===== src/inc/lips_params.svh =====
// Constants for the live-insertion power sequencer
`ifndef LIPS_PARAMS_SVH
`define LIPS_PARAMS_SVH

// System clock rate
`define LIPS_CLK_HZ         40000000
// Gate ramp: nominal slew, full-scale gate voltage, ramp steps
`define LIPS_SLEW_V_PER_S   250
`define LIPS_GATE_FULL_MV   12000
`define LIPS_GATE_STEPS     255
`define LIPS_GATE_MAX       8'hFF
`define LIPS_GATE_ZERO      8'h00
`define LIPS_GATE_ONE       8'h01
// Cycles per ramp step, rounded down so the slew never falls below nominal
`define LIPS_RAMP_STEP_CYC  ((`LIPS_CLK_HZ / `LIPS_SLEW_V_PER_S) * `LIPS_GATE_FULL_MV / (1000 * `LIPS_GATE_STEPS))
// Reset hold time, in ms and in cycles
`define LIPS_HOLD_MS        100
`define LIPS_HOLD_CYC       (`LIPS_CLK_HZ / 1000 * `LIPS_HOLD_MS)

// Synchronised input vector layout
`define LIPS_NSYNC          10
`define LIPS_IN_SEAT_A      0
`define LIPS_IN_SEAT_B      1
`define LIPS_IN_PERMIT      2
`define LIPS_IN_HRST_N      3
`define LIPS_IN_BUS_5V      4
`define LIPS_IN_BUS_3V3     5
`define LIPS_IN_CARD_5V     6
`define LIPS_IN_CARD_3V3    7
`define LIPS_IN_SEL_LSB     8
`define LIPS_IN_SEL_MSB     9
// Synchroniser reset value: seat switches open, host reset asserted
`define LIPS_SYNC_RST       10'h003

// Supply select encodings (any other value selects both)
`define LIPS_SEL_5V_ONLY    2'h0
`define LIPS_SEL_3V3_ONLY   2'h1

// Register map and control fields
`define LIPS_REG_CTRL       8'h00
`define LIPS_REG_STAT       8'h04
`define LIPS_CTRL_SOFT_OFF  0
`define LIPS_CTRL_RST       1'b0

`endif


===== src/inc/lips_pkg.sv =====
// Types for the live-insertion power sequencer
`default_nettype none
`include "lips_params.svh"

package lips_pkg;

    typedef logic [31:0] lips_cnt_t;
    typedef logic [15:0] lips_tick_t;
    typedef logic [7:0]  lips_level_t;
    typedef logic [7:0]  lips_addr_t;
    typedef logic [31:0] lips_word_t;
    typedef logic [`LIPS_NSYNC-1:0] lips_in_t;

    // Sequencer states
    typedef enum logic [1:0] {
        LIPS_OFF   = 2'b00,
        LIPS_RAMP  = 2'b01,
        LIPS_HOLD  = 2'b10,
        LIPS_READY = 2'b11
    } lips_state_e;

    // Status register layout, bit 0 upward from the right
    typedef struct packed {
        logic [7:0]  zero;
        lips_in_t    inputs;
        lips_level_t level;
        logic        soft_off;
        logic        drive_en;
        logic        card_good;
        logic        unused_z;
        lips_state_e state;
    } lips_stat_s;

endpackage

`default_nettype wire


===== src/inc/lips_if.sv =====
// Carrier between the sequencer and its synchroniser and hold timer
`default_nettype none
`include "lips_params.svh"

interface lips_if;
    logic [`LIPS_NSYNC-1:0] raw;
    logic [`LIPS_NSYNC-1:0] synced;
    logic                   timer_run;
    logic                   timer_done;

    modport sync_mp  (input raw, output synced);
    modport timer_mp (input timer_run, output timer_done);
    modport ctrl_mp  (output raw, input synced, output timer_run, input timer_done);
endinterface

`default_nettype wire


===== src/core/lips_top.sv =====
// Live-insertion power sequencer top level
`default_nettype none
`include "lips_params.svh"

// Summary of operation
// RL1: Power-on reset: resets active, gates and enable off
// RL2: Permit low inhibits gates and driver enable
// RL3: Host reset forces resets; release restarts hold
// RL4: Supply select picks 5V, 3.3V or both
// RL5: Selected supplies, seated, permitted: ramp gates on
// RL6: Driver enable asserts with gate turn-on
// RL7: Card supplies good: start timer, flag good
// RL8: Hold expiry releases resets, signals valid
// RL9: Seat open or permit low: power off
// RL10: Host wires permit and reset from backplane
// RL11: Timer needs host reset and permit released
// RL12: Power-down drops gates to zero at once
// RL13: Hold counter restarts when start withdrawn
// RL14: Seat, host, rail and select inputs pass two flip-flop stages
module lips_top
    import lips_pkg::*;
#(
    parameter lips_cnt_t  HOLD_CYCLES      = lips_cnt_t'(`LIPS_HOLD_CYC),
    parameter lips_tick_t RAMP_STEP_CYCLES = lips_tick_t'(`LIPS_RAMP_STEP_CYC)
)
(
    input  wire logic        i_clk,
    input  wire logic        i_rstn,
    input  wire logic        i_seat_detect_a_n,
    input  wire logic        i_seat_detect_b_n,
    input  wire logic        i_host_power_permit,
    input  wire logic        i_host_reset_n,
    input  wire logic [1:0]  i_supply_select,
    input  wire logic        i_bus_5v_ok,
    input  wire logic        i_bus_3v3_ok,
    input  wire logic        i_card_5v_ok,
    input  wire logic        i_card_3v3_ok,
    input  wire logic [7:0]  i_addr,
    input  wire logic [31:0] i_wdata,
    input  wire logic        i_wr,
    input  wire logic        i_rd,
    output var  logic [31:0] o_rdata,
    output var  logic [7:0]  o_gate_drive_5v,
    output var  logic [7:0]  o_gate_drive_3v3,
    output var  logic        o_high_side_drive_en_n,
    output var  logic        o_card_supply_good,
    output var  logic        o_card_reset_n,
    output var  logic        o_card_reset,
    output var  logic        o_signals_valid_n
);

    // All state of the sequencer
    typedef struct packed {
        lips_state_e state;
        lips_tick_t  tick_cnt;
        lips_level_t level;
        logic        soft_off;
        logic        drive_en_n;
        logic        card_good;
        logic        rst_n;
        logic        rst;
        logic        valid_n;
        logic        timer_run;
        lips_word_t  rdata;
    } lips_top_s;

    lips_top_s st_q;
    lips_top_s st_d;

    lips_if    cif ();

    // Selected supplies all at or above trip
    function automatic logic supplies_ok(input logic [1:0] sel, input logic ok5, input logic ok3);
        logic res;
        res = 1'b0;
        case (sel)
            `LIPS_SEL_5V_ONLY:  res = ok5;       // RL4
            `LIPS_SEL_3V3_ONLY: res = ok3;       // RL4
            default:            res = ok5 & ok3; // RL4
        endcase
        return res;
    endfunction

    // Synchronised views of the pins
    logic       seated;
    logic       permit;
    logic       host_rel;
    logic [1:0] sel;
    logic       bus_ok;
    logic       card_ok;
    logic       power_ok;
    logic       ramp_tick;

    // Raw inputs into the synchroniser; one process gives the vector a single driver
    always_comb
    begin
        cif.raw[`LIPS_IN_SEAT_A]                   = i_seat_detect_a_n;
        cif.raw[`LIPS_IN_SEAT_B]                   = i_seat_detect_b_n;
        cif.raw[`LIPS_IN_PERMIT]                   = i_host_power_permit;
        cif.raw[`LIPS_IN_HRST_N]                   = i_host_reset_n;
        cif.raw[`LIPS_IN_BUS_5V]                   = i_bus_5v_ok;
        cif.raw[`LIPS_IN_BUS_3V3]                  = i_bus_3v3_ok;
        cif.raw[`LIPS_IN_CARD_5V]                  = i_card_5v_ok;
        cif.raw[`LIPS_IN_CARD_3V3]                 = i_card_3v3_ok;
        cif.raw[`LIPS_IN_SEL_MSB:`LIPS_IN_SEL_LSB] = i_supply_select;
    end

    // Two-stage synchronisers on every seat, host, rail and select input
    lips_sync u_sync (   // RL14
        .i_clk  (i_clk),
        .i_rstn (i_rstn),
        .sif    (cif)
    );

    // Reset hold timer
    lips_timer #(
        .HOLD_CYCLES (HOLD_CYCLES)
    ) u_timer (
        .i_clk  (i_clk),
        .i_rstn (i_rstn),
        .tif    (cif)
    );

    // Qualified conditions from synchronised inputs
    // Seat switches pull low when closed, so both must read low
    assign seated   = ~cif.synced[`LIPS_IN_SEAT_A] & ~cif.synced[`LIPS_IN_SEAT_B];
    assign permit   = cif.synced[`LIPS_IN_PERMIT];
    assign host_rel = cif.synced[`LIPS_IN_HRST_N];
    assign sel      = cif.synced[`LIPS_IN_SEL_MSB:`LIPS_IN_SEL_LSB];
    assign bus_ok   = supplies_ok(sel, cif.synced[`LIPS_IN_BUS_5V], cif.synced[`LIPS_IN_BUS_3V3]);
    assign card_ok  = supplies_ok(sel, cif.synced[`LIPS_IN_CARD_5V], cif.synced[`LIPS_IN_CARD_3V3]);
    // Seated, permitted, bus good and not held off by software
    assign power_ok = seated & permit & bus_ok & ~st_q.soft_off; // RL5 RL9 RL2
    assign cif.timer_run = st_q.timer_run;

    // Ramp step divider: one-cycle tick per gate step
    // Runs freely outside OFF; the level saturates at full scale
    assign ramp_tick = (st_q.tick_cnt == RAMP_STEP_CYCLES - lips_tick_t'(1));

    // Sequencer next state, outputs and register port
    always_comb
    begin
        st_d       = st_q;
        st_d.rdata = '0;

        // Power-down wins over every state
        // A removal mid-hold restarts the whole sequence from OFF
        if (!power_ok)
        begin
            st_d.state = LIPS_OFF; // RL9 RL2
        end
        else
        begin
            case (st_q.state)
                LIPS_OFF:
                begin
                    st_d.state = LIPS_RAMP; // RL5
                end
                LIPS_RAMP:
                begin
                    if (card_ok)
                    begin
                        st_d.state = LIPS_HOLD; // RL7
                    end
                end
                LIPS_HOLD:
                begin
                    if (!card_ok)
                    begin
                        st_d.state = LIPS_RAMP;
                    end
                    else if (cif.timer_done)
                    begin
                        st_d.state = LIPS_READY; // RL8
                    end
                end
                LIPS_READY:
                begin
                    if (!card_ok)
                    begin
                        st_d.state = LIPS_RAMP;
                    end
                    else if (!host_rel)
                    begin
                        st_d.state = LIPS_HOLD; // RL3
                    end
                end
                default:
                begin
                    st_d.state = LIPS_OFF;
                end
            endcase
        end

        // Gate ramp level and its step divider
        // Gates drop to zero in the power-down step, no ramp down
        if (st_d.state == LIPS_OFF)
        begin
            st_d.level    = `LIPS_GATE_ZERO; // RL12
            st_d.tick_cnt = '0;
        end
        else
        begin
            if (ramp_tick)
            begin
                st_d.tick_cnt = '0;
            end
            else
            begin
                st_d.tick_cnt = st_q.tick_cnt + lips_tick_t'(1);
            end
            if (ramp_tick && st_q.level != `LIPS_GATE_MAX)
            begin
                st_d.level = st_q.level + `LIPS_GATE_ONE; // RL5
            end
        end

        // Driver enable follows gate turn-on
        st_d.drive_en_n = (st_d.state == LIPS_OFF); // RL6 RL2

        // Card supply good once card rails qualify
        st_d.card_good = (st_d.state == LIPS_HOLD) || (st_d.state == LIPS_READY); // RL7

        // Hold timer runs only with card good, host reset and permit released
        // Registered from the next state, so the timer runs from the HOLD entry cycle
        st_d.timer_run = (st_d.state == LIPS_HOLD) && card_ok && host_rel && permit; // RL11 RL3 RL13

        // Resets and signals valid follow hold completion
        st_d.rst_n   = (st_d.state == LIPS_READY) && host_rel; // RL8 RL3
        st_d.rst     = ~st_d.rst_n;  // RL8
        st_d.valid_n = ~st_d.rst_n;  // RL8

        // Register writes
        // Only bit 0 of the control word is kept
        if (i_wr && i_addr == `LIPS_REG_CTRL)
        begin
            st_d.soft_off = i_wdata[`LIPS_CTRL_SOFT_OFF];
        end

        // Register reads, data valid in the following cycle only
        if (i_rd)
        begin
            case (i_addr)
                `LIPS_REG_CTRL:
                begin
                    st_d.rdata[`LIPS_CTRL_SOFT_OFF] = st_q.soft_off;
                end
                `LIPS_REG_STAT:
                begin
                    st_d.rdata = lips_stat_s'{
                        zero      : '0,
                        inputs    : cif.synced,
                        level     : st_q.level,
                        soft_off  : st_q.soft_off,
                        drive_en  : ~st_q.drive_en_n,
                        card_good : st_q.card_good,
                        unused_z  : 1'b0,
                        state     : st_q.state
                    };
                end
                default:
                begin
                    st_d.rdata = '0;
                end
            endcase
        end
    end

    // State register; reset is the pre-charge supply coming up
    // Every reset value keeps the card unpowered and in reset
    always_ff @(posedge i_clk or negedge i_rstn)
    begin
        if (!i_rstn)
        begin
            st_q.state      <= LIPS_OFF;        // RL1
            st_q.tick_cnt   <= '0;
            st_q.level      <= `LIPS_GATE_ZERO;  // RL1
            st_q.soft_off   <= `LIPS_CTRL_RST;
            st_q.drive_en_n <= 1'b1;            // RL1
            st_q.card_good  <= 1'b0;            // RL1
            st_q.rst_n      <= 1'b0;            // RL1
            st_q.rst        <= 1'b1;            // RL1
            st_q.valid_n    <= 1'b1;            // RL1
            st_q.timer_run  <= 1'b0;
            st_q.rdata      <= '0;
        end
        else
        begin
            st_q <= st_d;
        end
    end

    // Outputs straight from flops
    // Both gate pins share one ramp register, so they never differ
    assign o_rdata                = st_q.rdata;
    assign o_gate_drive_5v        = st_q.level;
    assign o_gate_drive_3v3       = st_q.level;
    assign o_high_side_drive_en_n = st_q.drive_en_n;
    assign o_card_supply_good     = st_q.card_good;
    assign o_card_reset_n         = st_q.rst_n;
    assign o_card_reset           = st_q.rst;
    assign o_signals_valid_n      = st_q.valid_n;

endmodule

`default_nettype wire


===== src/core/lips_sync.sv =====
// Two-stage synchroniser for all external inputs except the register bus
`default_nettype none
`include "lips_params.svh"

module lips_sync
    import lips_pkg::*;
(
    input  wire logic  i_clk,
    input  wire logic  i_rstn,
    lips_if.sync_mp    sif
);

    typedef struct packed {
        lips_in_t s1;
        lips_in_t s2;
    } lips_sync_s;

    lips_sync_s st_q;
    lips_sync_s st_d;

    // Stage one feeds stage two only
    always_comb
    begin
        st_d    = st_q;
        st_d.s1 = sif.raw;
        st_d.s2 = st_q.s1;
    end

    always_ff @(posedge i_clk or negedge i_rstn)
    begin
        if (!i_rstn)
        begin
            st_q <= {`LIPS_SYNC_RST, `LIPS_SYNC_RST};
        end
        else
        begin
            st_q <= st_d;
        end
    end

    assign sif.synced = st_q.s2;

endmodule

`default_nettype wire


===== src/core/lips_timer.sv =====
// Reset hold timer: counts while run is high, restarts when it drops
`default_nettype none
`include "lips_params.svh"

module lips_timer
    import lips_pkg::*;
#(
    parameter lips_cnt_t HOLD_CYCLES = lips_cnt_t'(`LIPS_HOLD_CYC)
)
(
    input  wire logic  i_clk,
    input  wire logic  i_rstn,
    lips_if.timer_mp   tif
);

    typedef struct packed {
        lips_cnt_t cnt;
        logic      done;
    } lips_timer_s;

    lips_timer_s st_q;
    lips_timer_s st_d;

    // Count up to the terminal value, clear on any withdrawal
    always_comb
    begin
        st_d = st_q;
        if (!tif.timer_run)
        begin
            st_d.cnt  = '0; // RL13
            st_d.done = 1'b0;
        end
        else if (st_q.cnt == HOLD_CYCLES - lips_cnt_t'(1))
        begin
            st_d.done = 1'b1; // RL13
        end
        else
        begin
            st_d.cnt = st_q.cnt + lips_cnt_t'(1);
        end
    end

    always_ff @(posedge i_clk or negedge i_rstn)
    begin
        if (!i_rstn)
        begin
            st_q <= '0;
        end
        else
        begin
            st_q <= st_d;
        end
    end

    assign tif.timer_done = st_q.done;

endmodule

`default_nettype wire


===== config.mk =====
export PLATFORM = sky130hd
export DESIGN_NAME = lips_top
export DESIGN_NICKNAME = d
export VERILOG_FILES = /design/src/inc/lips_pkg.sv /design/src/inc/lips_if.sv /design/src/core/lips_top.sv /design/src/core/lips_sync.sv /design/src/core/lips_timer.sv
export VERILOG_INCLUDE_DIRS = /design/src /design/src/inc
export SDC_FILE = /design/constraint.sdc
export NUM_CORES = 1
export LEC_CHECK = 0
export BUFFER_PORTS_ARGS = -buffer_cell sky130_fd_sc_hd__buf_4
export CAP_MARGIN = 20
export CORE_MARGIN = 4
export CORE_UTILIZATION = 50
export CTS_CLUSTER_DIAMETER = 150
export DETAILED_ROUTE_END_ITERATION = 16
export PLACE_DENSITY = 0.72
export SLEW_MARGIN = 30
export SYNTH_ARGS = -nofsm -noshare
export SYNTH_HDL_FRONTEND = slang
export SYNTH_SLANG_ARGS = --single-unit

===== constraint.sdc =====
create_clock -name i_clk -period 2.03 [get_ports i_clk]
set_input_delay 0.1015 -clock i_clk [delete_from_list [all_inputs] [get_ports i_clk]]
set_output_delay 0.1015 -clock i_clk [all_outputs]
set_load 0.1 [all_outputs]

[Yosys cells after proc, flatten, opt, wreduce, memory -nomap -nowiden]
Index checks and enable logic that the tools add are counted.
Word-level totals
  flip-flop bits (word level): 117
  input bits: 54
  output and inout port bits: 53
  logic and storage cells: 70
Cells by class
  add/subtract/negate cells: 3
  equal/unequal tests: 12
  multiplexer cells: 18
  bitwise operators: 11
  reduce and logical (&&, ||, !) cells: 12
Operators by type and width (number)
  $mux W24: 2
  $mux W33: 1
  $add A32 B1 Y32 const B: 1
  $eq A32 B22 Y1 const B: 1
  $mux W32: 1
  $mux W23: 1
  $add A16 B1 Y16 const B: 1
  $eq A16 B13 Y1 const B: 1
  $mux W16: 1
  $mux W2: 6
  $add A8 B1 Y8 const B: 1
  $eq A2 B2 Y1 const B: 4
  $eq A8 B3 Y1 const B: 1
  $logic_not A8 Y1: 1
  $mux W8: 1
  $ne A8 B8 Y1 const B: 1
  $pmux W2 S4: 1
  $and A1 B1 Y1: 6
  $logic_and A1 B1 Y1: 6
  $logic_not A2 Y1: 3
  $pmux W1 S2: 3
  $not A1 Y1: 5
  $eq A2 B1 Y1 const B: 2
  $ne A2 B1 Y1 const B: 1
  4 further kinds: 4

[Logic depth before layout (Yosys ltp)]
Gate-level depths: netlist (run 1).
  depth in word-level cells: 10
  gate-level depth with buffers: 7
  depth with buffers taken out: 7

[Modules after synthesis]
A second synthesis (run 1) with hierarchy kept.
Unflattened totals
  cell total of the unflattened synthesis: 470
  area, all modules: 5048.6 um^2
By module, submodules not included
  lips_top: times used 1, cells each 258, area an instance 2730.1 um^2, seq. area each 1378.8 um^2
  lips_timer: times used 1, cells each 192, area an instance 1813.0 um^2, seq. area each 825.8 um^2
  lips_sync: times used 1, cells each 20, area an instance 505.5 um^2, seq. area each 505.5 um^2

[Worst setup path before layout (run 1)]
Ideal clock, no wire load.
  path kind: reg-to-reg
  from: reg st_q[47] (netlist name)
  to: reg st_q, in the netlist o_gate_drive_3v3[4]
  arrival: 1.630 ns
  path slack: 0.268 ns
  stages on the path, launching flop included: 8
  period minus slack after synthesis: 1.762 ns
  path through: dfrtp_1 -> inv_1 -> ha_1 -> nor4bb_1 -> nand4_1 -> nor4b_1 -> xnor2_1 -> nor2_1
Between the ends
  longest elaborated chain between the ends: 3
RTL lines
  start, declared: line lips_top.sv:67  | lips_top_s st_q;
  start signal, assigned: line lips_top.sv:289  | st_q <= st_d;
  $eq A16 B13 Y1: line lips_top.sv:138  | assign ramp_tick = (st_q.tick_cnt == RAMP_STEP_CYCLES - lips_tick_t'(1));
  $logic_and A1 B1 Y1 (no line)
  $reduce_bool A2 Y1 (no line)
No other way between the ends.
A chain may end at the register's enable or synchronous reset.

[Worst setup path in the final report (run 1)]
  from: reg st_q[48] (netlist name)
  to: reg st_q, in the netlist o_gate_drive_3v3[4]
Same word-level chain as after synthesis.

==> reports/metrics.csv, run 1 <==
metric;value;unit
CP Launch Point;st_q[48];
number of I/O port buffers;66;
core area;9770;um2
nets@finish;570;
Pwr Density;625;nW/um2
first-pass GRT wire length;16100;um
Critical R2R Launch;st_q[48];
period utilization;95.5;%
R2R depth;7;
synthesized area;5030;um2
Post-Route Skew;11.9;ps
crit path max fanout;4;
root buffer cell;clkbuf_8;
Reg2Reg Setup Slack;90;ps
Final Hold Viols;0;
VDD IR-drop max;0.355;mV
Syn. warnings;0;
#FFs+latches synth;108;
clock buffer depth;2;
vias per cell;5.17;
Setup Crit Path Kind;reg -> reg;
ranking of synthesized cells by area;dfrtp_1, buf_4, and2_1, xnor2_1, dfstp_2;
status;completed;
relative slew slack;65.1;%
share of cells above drive strength 1;23.2;%
commonest cells in the netlist;dfrtp_1, buf_4, and2_1, nor2_1, xnor2_1;
Post-Route WL;9380;um
DR DRC count;0;
WP data arrival;2200;ps
FMAX;516;MHz
worst setup margin;91.2;ps
Clock transition at path regs;110;ps
worst skew pair latency;360;ps
DP Worst Slack;23.9;ps
number of flops mapped to enable cells by yosys;0;
depth of the worst hold-timing path;3;
Die Area;11700;um2
P_leak;2.63;nW
routability-driven placement congestion ratio;0.820;
fin crit period;1940;ps
FF-to-FF End;o_gate_drive_3v3[4];
Slew @ Worst Pin;519;ps
WL per Instance;14.4;um
Overall Power;3.62;mW
CTS Sinks;108;
max-slew violations;0;
grt ovf;0;
post-route antenna net violation count;0;
Antenna diodes;0;
DRT Pass-1 Iters;5;
io pins;107;
area leader, netlist;dfrtp_1;
sequential fraction of the synthesis area;53.8;%
GRT Resource Usage Total;17.3;%
Yosys top cell area share;50.7;%
largest net degree at the start of global routing;52;
WP data required;2290;ps
most common cell in the netlist;dfrtp_1;
Final setup violation count;0;
total CTS buffers;9;
Hold Path Origin;i_addr[3];
row cnt;36;
Setup crit end kind;register;
antenna violations before repair;0;
DIE WIDTH;108;um
FFs w/ async S/R, synth;100;%
Hold Path Class;in -> reg;
Distinct cells, synth;50;
die height;108;um
final HPWL from detailed placement;6660;um
Startpoint Class;register;
First DRT Iteration DRCs;165;
CTS tree;yes;
vias in the first global route;3396;
ys flop type;dfrtp_1;
Hold EP;o_rdata[0];
H-tree Lvls;3;
DR vias;3361;
Layout area overhead;15.0;%
Syn Area/Cell;11.0;um2
RSZ-0062 raised after global routing;true;
Post-Synthesis Cells;456;
max-cap check violation count;0;
Initial Util;51.5;%
## cell type report
class                      count  area [um2]
multi-input combinational    290        1940
tap                          133         166
inverter                       7        26.3
clock inverter                 6        56.3
clock buffer                  10         128
sequential                   108        2710
timing repair buffer          96         766
fill                         804        3980
## what timing repair did
| item | in CTS | in global routing |
|---|---|---|
| gates resized for setup | 0 | 4 |
| pin swaps | 1 | 0 |
| hold buffers | 13 | 0 |
| endpoints found under the hold margin | 46 | 0 |
| setup buffers | 1 | 0 |
| endpoints found under the setup margin | 1 | 8 |
## metal layers
layer	routed length [um]	up-vias	global-route usage, %	part of all wire (%)
li1	-	1621	-	-
met1	4380	1662	24.8	47
met4	121	0	6.31	1.3
met5	0	-	0	0
met2	4510	67	26.6	48
met3	367	11	2.99	3.9
## through the flow
step | TNS, ps | cells | utilization [%] | hold slack, ps | instance area [um2]
2_1_floorplan | 0 | 464 | - | -194 | 5060
3_3_place_gp | 0 | 620 | 55.7 | 99.4 | 5450
3_5_place_dp | 0 | 620 | 55.7 | 98.8 | 5450
4_1_cts | 0 | 650 | 59.0 | 48.1 | 5770
5_1_grt | -34.9 | 650 | 59.3 | 55.2 | 5790
6_report | 0 | 650 | 59.3 | 64.2 | 5790
## registers in the layout, indices dropped and copies added, names as in the netlist
signal	count
u_timer.tif.timer_done	1
o_signals_valid_n	1
o_card_reset_n	1
cif.timer_run	1
u_sync.sif.synced	10
o_high_side_drive_en_n	1
st_q	19
u_sync.st_d	10
o_gate_drive_3v3	8
o_card_supply_good	1
o_rdata	23
u_timer.st_q	32
## worst max-delay path by stage
stage / to / cells past startpoint
6_report: o_gate_drive_3v3[4] / 7
2_1_floorplan: o_gate_drive_3v3[4] / 7
4_1_cts: o_gate_drive_3v3[4] / 7
5_1_grt: o_gate_drive_3v3[4] / 7
3_3_place_gp: o_gate_drive_3v3[4] / 7
3_5_place_dp: o_gate_drive_3v3[4] / 7
## worst max-delay path, stage by stage, from the launching register on
cell and delay [ps]:
dfrtp_1 420, inv_1 80, ha_1 160, nor4bb_2 300, nand4_1 250, nor4b_1 430, xnor2_1 160, nor2_1 50
## placed cells by master, fill, tap and decap left out, types with 5 or more instances in the layout
cell / count
dfstp_2: 6
and4_1: 5
xnor2_1: 28
nor4_1: 8
clkbuf_8: 9
nand4_1: 17
dlygate4sd3_1: 13
and3_1: 7
nand3_1: 22
nand2_1: 21
buf_4: 82
nor4b_1: 5
and2_1: 42
conb_1: 9
dfrtp_1: 102
xor2_1: 13
a21oi_1: 5
inv_1: 7
nor3_1: 7
nor2_1: 33
nor2b_1: 5
## cell families (layout without fill, tap and decap cells)
kind of cell	count (synthesis)	after routing	synth area share (%)
simple gates	203	203	24.5
fa+ha+maj	4	4	0.994
flops	108	108	53.8
mux	5	5	1.04
other cells	1	9	0.0745
xor+xnor	41	41	7.13
buf+inv	66	119	8.67
compound gates	28	28	3.80
## power breakdown
group          leakage, nW  internal [mW]  switching, mW
clock               0.0909          0.474          0.756
sequential            1.45           2.18         0.0127
combinational         1.08         0.0603          0.140
No activity file was read; power rests on OpenSTA's default activity.
==> run 2: changes to the inputs <==
--- a/config.mk
+++ b/config.mk
@@ -12,8 +12,8 @@
 export CORE_UTILIZATION = 50
 export CTS_CLUSTER_DIAMETER = 150
 export DETAILED_ROUTE_END_ITERATION = 16
-export PLACE_DENSITY = 0.72
-export SLEW_MARGIN = 30
+export PLACE_DENSITY = 0.74
+export SLEW_MARGIN = 25
 export SYNTH_ARGS = -nofsm -noshare
 export SYNTH_HDL_FRONTEND = slang
 export SYNTH_SLANG_ARGS = --single-unit
==> constraint.sdc (replaced) <==
create_clock -name i_clk -period 2.1 [get_ports i_clk]
set_input_delay 0.105 -clock i_clk [delete_from_list [all_inputs] [get_ports i_clk]]
set_output_delay 0.105 -clock i_clk [all_outputs]
set_load 0.1 [all_outputs]
==> reports/metrics.csv, run 2 (synthesis gave the netlist of run 1 again) <==
metric;value;unit
Initial Util;51.5;%
grt ovf;0;
Die Area;11700;um2
share of cells above drive strength 1;21.7;%
final HPWL from detailed placement;6400;um
critical-path cell list;inv_1, ha_1, nor4bb_2, nand4_1, nor4b_1, xnor2_1, nor2_1;
Int Power;2.84;mW
nets@finish;564;
Hold Path Class;in -> reg;
DR vias;3362;
max-cap check violation count;0;
Clock transition at path regs;110;ps
die height;108;um
routability-driven placement congestion ratio;0.779;
DIE WIDTH;108;um
WP data required;2370;ps
core area;9770;um2
DRT Pass-1 Iters;4;
Post-Route WL;9390;um
period utilization;93.2;%
DR DRC count;0;
combinational share of power;5.2;%
GRT Resource Usage Total;17.4;%
Slew @ Worst Pin;554;ps
Setup crit end kind;register;
Area after DPL;5410;um2
CP top delay family;simple AND/OR/NAND/NOR gates;
vias per cell;5.22;
FMAX;511;MHz
number of I/O port buffers;66;
worst skew pair latency;370;ps
switch share;22.6;%
Setup Buffers After CTS;0;
largest net degree at the start of global routing;109;
most common cell after layout, fill and taps aside;dfrtp_1;
io pins;107;
commonest non-fill, non-tap cells in the layout;dfrtp_1, buf_4, and2_1;
WL per Instance;14.6;um
Final setup violation count;0;
Pwr Density;636;nW/um2
Reg with most FFs;u_timer.st_q;
CTS Sinks;108;
root buffer cell;clkbuf_8;
Layout area overhead;14.6;%
Sw Pwr;832;uW
crit path max-delay cell type;dfrtp_1;
Post-Route Skew;13.7;ps
VDD IR-drop max;0.376;mV
First DRT Iteration DRCs;192;
Setup Crit Path Kind;reg -> reg;
Crit path largest cell delay;430;ps
CTS tree;yes;
antenna violations before repair;0;
Antenna diodes;0;
fin crit period;1960;ps
max reg flops;32;
Final Cell Area;5770;um2
status;completed;
max-slew violations;0;
WP data arrival;2230;ps
first-pass GRT wire length;15900;um
sequential power share;57.6;%
P_leak;2.61;nW
clock buffer depth;2;
Startpoint Class;register;
crit path max fanout;5;
total CTS buffers;9;
Clk pwr share;37.2;%
H-tree Lvls;3;
post-route antenna net violation count;0;
WHS;80.7;ps
row cnt;36;
Final Hold Viols;0;
vias in the first global route;3367;
CP bufs+invs;1;
relative slew slack;63.0;%
run 2: timing repair:
item | 4_1_cts | 5_1_grt
gates resized for setup | 0 | 2
hold endpoints to repair | 114 | 0
endpoints found under the setup margin | 0 | 3
hold buffers | 13 | 0
run 2: metrics by stage:
| step | setup TNS, ps | power (mW) | cells | setup slack, ps | utilization, % |
|---|---|---|---|---|---|
| after floorplan | 0 | 2.26 | 464 | 338 | - |
| after global placement | 0 | 2.33 | 615 | 209 | 55.4 |
| after detailed placement | 0 | 2.33 | 615 | 188 | 55.4 |
| after CTS | 0 | 3.71 | 644 | 153 | 58.9 |
| after global routing | -60.0 | 3.80 | 644 | -32.3 | 59.1 |
| final | 0 | 3.67 | 644 | 142 | 59.1 |
run 2: tightest hold or removal path, delay by kind of cell:
family | cells | cell delay (ps)
buffers and inverters | 1 | 80
and+or+nand+nor | 2 | 220
run 2: worst paths after layout:
path / from / end / slack [ps] / cells past startpoint
setup reg to reg: st_q[47] / o_gate_drive_3v3[4] / 140 / 7
max in group asynchronous: i_rstn / o_high_side_drive_en_n / 1340 / 3
setup / recovery: st_q[47] / o_gate_drive_3v3[4] / 140 / 7
hold reg to reg: u_sync.st_d[4] / u_sync.sif.synced[4] / 360 / 0
min in group asynchronous: i_rstn / u_timer.st_q[12] / 360 / 3
hold / removal: i_addr[3] / o_rdata[0] / 80 / 3
run 2: final cells by class:
class / instances / area (um2)
clock buffer: 11 / 131
clock inverter: 5 / 86.3
fill: 800 / 4000
inverter: 7 / 26.3
multi-input combinational: 290 / 1930
sequential: 108 / 2710
tap: 133 / 166
timing repair buffer: 90 / 721
run 2: layer usage:
| metal | up-vias | share of wire (%) | track usage (%) |
|---|---|---|---|
| met3 | 16 | 4.4 | 3.40 |
| met1 | 1639 | 44 | 22.7 |
| met5 | - | 0 | 0 |
| met2 | 97 | 50 | 28.8 |
| met4 | 0 | 1.9 | 6.58 |
| li1 | 1610 | - | - |
run 2: power groups by stage:
stage	clock (mW)	sequential, mW	combinational, mW
after detailed placement	0	2.16	0.175
after global routing	1.47	2.12	0.208
after floorplan	0	2.16	0.101
after CTS	1.40	2.12	0.194
final	1.37	2.12	0.189
after global placement	0	2.16	0.172
==> run 3: changes to the inputs <==
--- a/config.mk
+++ b/config.mk
@@ -6,14 +6,15 @@
 export SDC_FILE = /design/constraint.sdc
 export NUM_CORES = 1
 export LEC_CHECK = 0
+export ABC_AREA = 1
 export BUFFER_PORTS_ARGS = -buffer_cell sky130_fd_sc_hd__buf_4
 export CAP_MARGIN = 20
 export CORE_MARGIN = 4
 export CORE_UTILIZATION = 50
 export CTS_CLUSTER_DIAMETER = 150
 export DETAILED_ROUTE_END_ITERATION = 16
-export PLACE_DENSITY = 0.74
-export SLEW_MARGIN = 25
+export PLACE_DENSITY = 0.73
+export SLEW_MARGIN = 5
 export SYNTH_ARGS = -nofsm -noshare
 export SYNTH_HDL_FRONTEND = slang
 export SYNTH_SLANG_ARGS = --single-unit
==> reports/metrics.csv, run 3 <==
metric;value;unit
DR vias;4530;
WP data arrival;2080;ps
filler cell count;971;
grt peak-use layer;met2;
ys flop type;dfrtp_1;
Yosys top cell area share;44.6;%
grt ovf;0;
R2R depth;10;
multi-input logic area;2320;um2
clock buffer depth;2;
register area;2710;um2
met3 Use GR;4.16;%
final setup TNS;0;ps
vias in the first global route;4431;
Hold Path Origin;i_addr[2];
total CTS buffers;9;
status;completed;
Antenna diodes;0;
max-cap check violation count;0;
io pins;107;
nets@finish;847;
Post-Place Cells;903;
RSZ-0062 raised after global routing;false;
core area;11000;um2
Startpoint Class;input pin;
fin crit period;1790;ps
Area after DPL;6070;um2
routability-driven placement congestion ratio;0.879;
Reg2Reg Setup Slack;450;ps
Syn Area/Cell;7.73;um2
Die Area;13200;um2
max reg flops;32;
synthesized area;5720;um2
root buffer cell;clkbuf_16;
Syn. warnings;0;
CTS Sinks;108;
max-slew violations;0;
commonest cells in the netlist;nand2_1, nor2_1, dfrtp_1, inv_1, buf_4;
most common cell after layout, fill and taps aside;nand2_1;
Post-Route WL;12000;um
Pwr Density;608;nW/um2
first-pass GRT wire length;20500;um
Post-Synthesis Cells;740;
DIE WIDTH;115;um
Clock transition at path regs;70;ps
#FFs+latches synth;108;
die height;115;um
row cnt;38;
area leader, netlist;dfrtp_1;
Hold EP;o_rdata[0];
Final Cell Area;6500;um2
Final setup violation count;0;
met1 usage;24.9;%
number of flops mapped to enable cells by yosys;0;
WP data required;2390;ps
post-layout util;58.9;%
FMAX;560;MHz
H-tree Lvls;3;
CTS tree;yes;
relative slew slack;46.6;%
GRT Resource Usage Total;19.3;%
Distinct cells, synth;33;
M2 GR Usage;32.5;%
Post-Route Skew;9.68;ps
crit path max fanout;3;
Slew @ Worst Pin;800;ps
sequential fraction of the synthesis area;47.4;%
commonest non-fill, non-tap cells in the layout;nand2_1, nor2_1, dfrtp_1;
Final Hold Viols;0;
DR DRC count;0;
worst skew pair latency;350;ps
Layout area overhead;13.7;%
share of cells above drive strength 1;18.0;%
depth of the worst hold-timing path;4;
Critical R2R Launch;u_timer.st_q[1];
post-route antenna net violation count;0;
antenna violations before repair;0;
ranking of synthesized cells by area;dfrtp_1, nand2_1, nor2_1, buf_4, inv_1;
FFs w/ async S/R, synth;100;%
# resized after CTS;0;
Setup crit end kind;register;
DRT Pass-1 Iters;4;
VDD IR-drop max;0.658;mV
most common cell in the netlist;nand2_1;
period utilization;85.1;%
P_leak;3.07;nW
Setup Crit Path Kind;in -> reg;
WL per Instance;12.8;um
final non-filler cell total;934;
largest net degree at the start of global routing;42;
final HPWL from detailed placement;8840;um
Reg with most FFs;u_timer.st_q;
vias per cell;4.85;
number of I/O port buffers;66;
First DRT Iteration DRCs;285;
Hold Path Class;in -> reg;
Initial Util;51.8;%
FF-to-FF End;u_timer.st_q[9];
[run 3: cell types whose count changed after synthesis, moves of 7 or more]
cell | previous run | this run
and2_1 | 42 | 0
nand4_1 | 17 | 3
inv_1 | 7 | 74
nand2_1 | 21 | 203
and3_1 | 7 | 0
nor4_1 | 10 | 0
nand3_1 | 22 | 45
nor2_2 | 0 | 14
xnor2_1 | 28 | 6
nor2_1 | 33 | 154
[run 3: cell families after synthesis]
| family | share of synthesized area [%] |
|---|---|
| xor+xnor | 2.60 |
| fa+ha+maj | 0.875 |
| flops | 47.4 |
| buf+inv | 12.5 |
| simple gates | 34.9 |
| other cells | 0.0656 |
| compound gates | 1.64 |
[run 3: critical path, cell delays in order]
cell	delay [ps]
buf_4	110
nor2_1	100
nand2_1	80
nor3_1	370
nand3_1	110
dlygate4sd3_1	590
nand2_1	70
dlygate4sd3_1	540
[run 3: worst max-delay path by stage]
stage	start	to	slack (ps)
finish	i_addr[4]	st_q[38]	310
global route	i_addr[4]	st_q[38]	180
CTS	i_wdata[0]	st_q[38]	390
detailed placement	u_timer.st_q[1]	u_timer.st_q[9]	460
global placement	u_timer.st_q[1]	u_timer.st_q[9]	470
floorplan	u_timer.st_q[1]	u_timer.st_q[9]	650
[run 3: area by class of cell]
type	count	area share, %
Clock buffer	10	3.68
Clock inverter	6	0.712
Tap cell	140	2.69
Multi-Input combinational cell	503	35.7
Inverter	81	4.79
Timing Repair Buffer	86	10.7
Sequential cell	108	41.7
[run 3: metal layers]
metal	share of wire, %	vias up	wire length (um)
met5	0	-	0
met4	1.9	0	225
met3	4.4	21	526
met2	51	89	6040
met1	43	2135	5160
li1	-	2285	-
[run 3: what timing repair did]
action                    in CTS  in global routing
hold buffers                  15                  0
hold endpoints to repair      35                  0
buffers inserted               0                  0
[run 3: metrics by stage]
stage / total power [mW] / hold slack [ps] / setup slack, ps
global placement: 2.36 / 42.3 / 470
detailed placement: 2.36 / 43.8 / 457
finish: 3.96 / 63.6 / 313
floorplan: 2.28 / -191 / 649
CTS: 4.00 / 32.1 / 388
global route: 4.11 / 74.7 / 181
[run 3: power breakdown]
| group | total, mW | leakage (nW) | internal, mW | switching, mW |
|---|---|---|---|---|
| clock network | 1.61 | 0.141 | 0.847 | 0.766 |
| logic | 0.227 | 1.48 | 0.0611 | 0.166 |
| registers | 2.12 | 1.45 | 2.10 | 0.0112 |
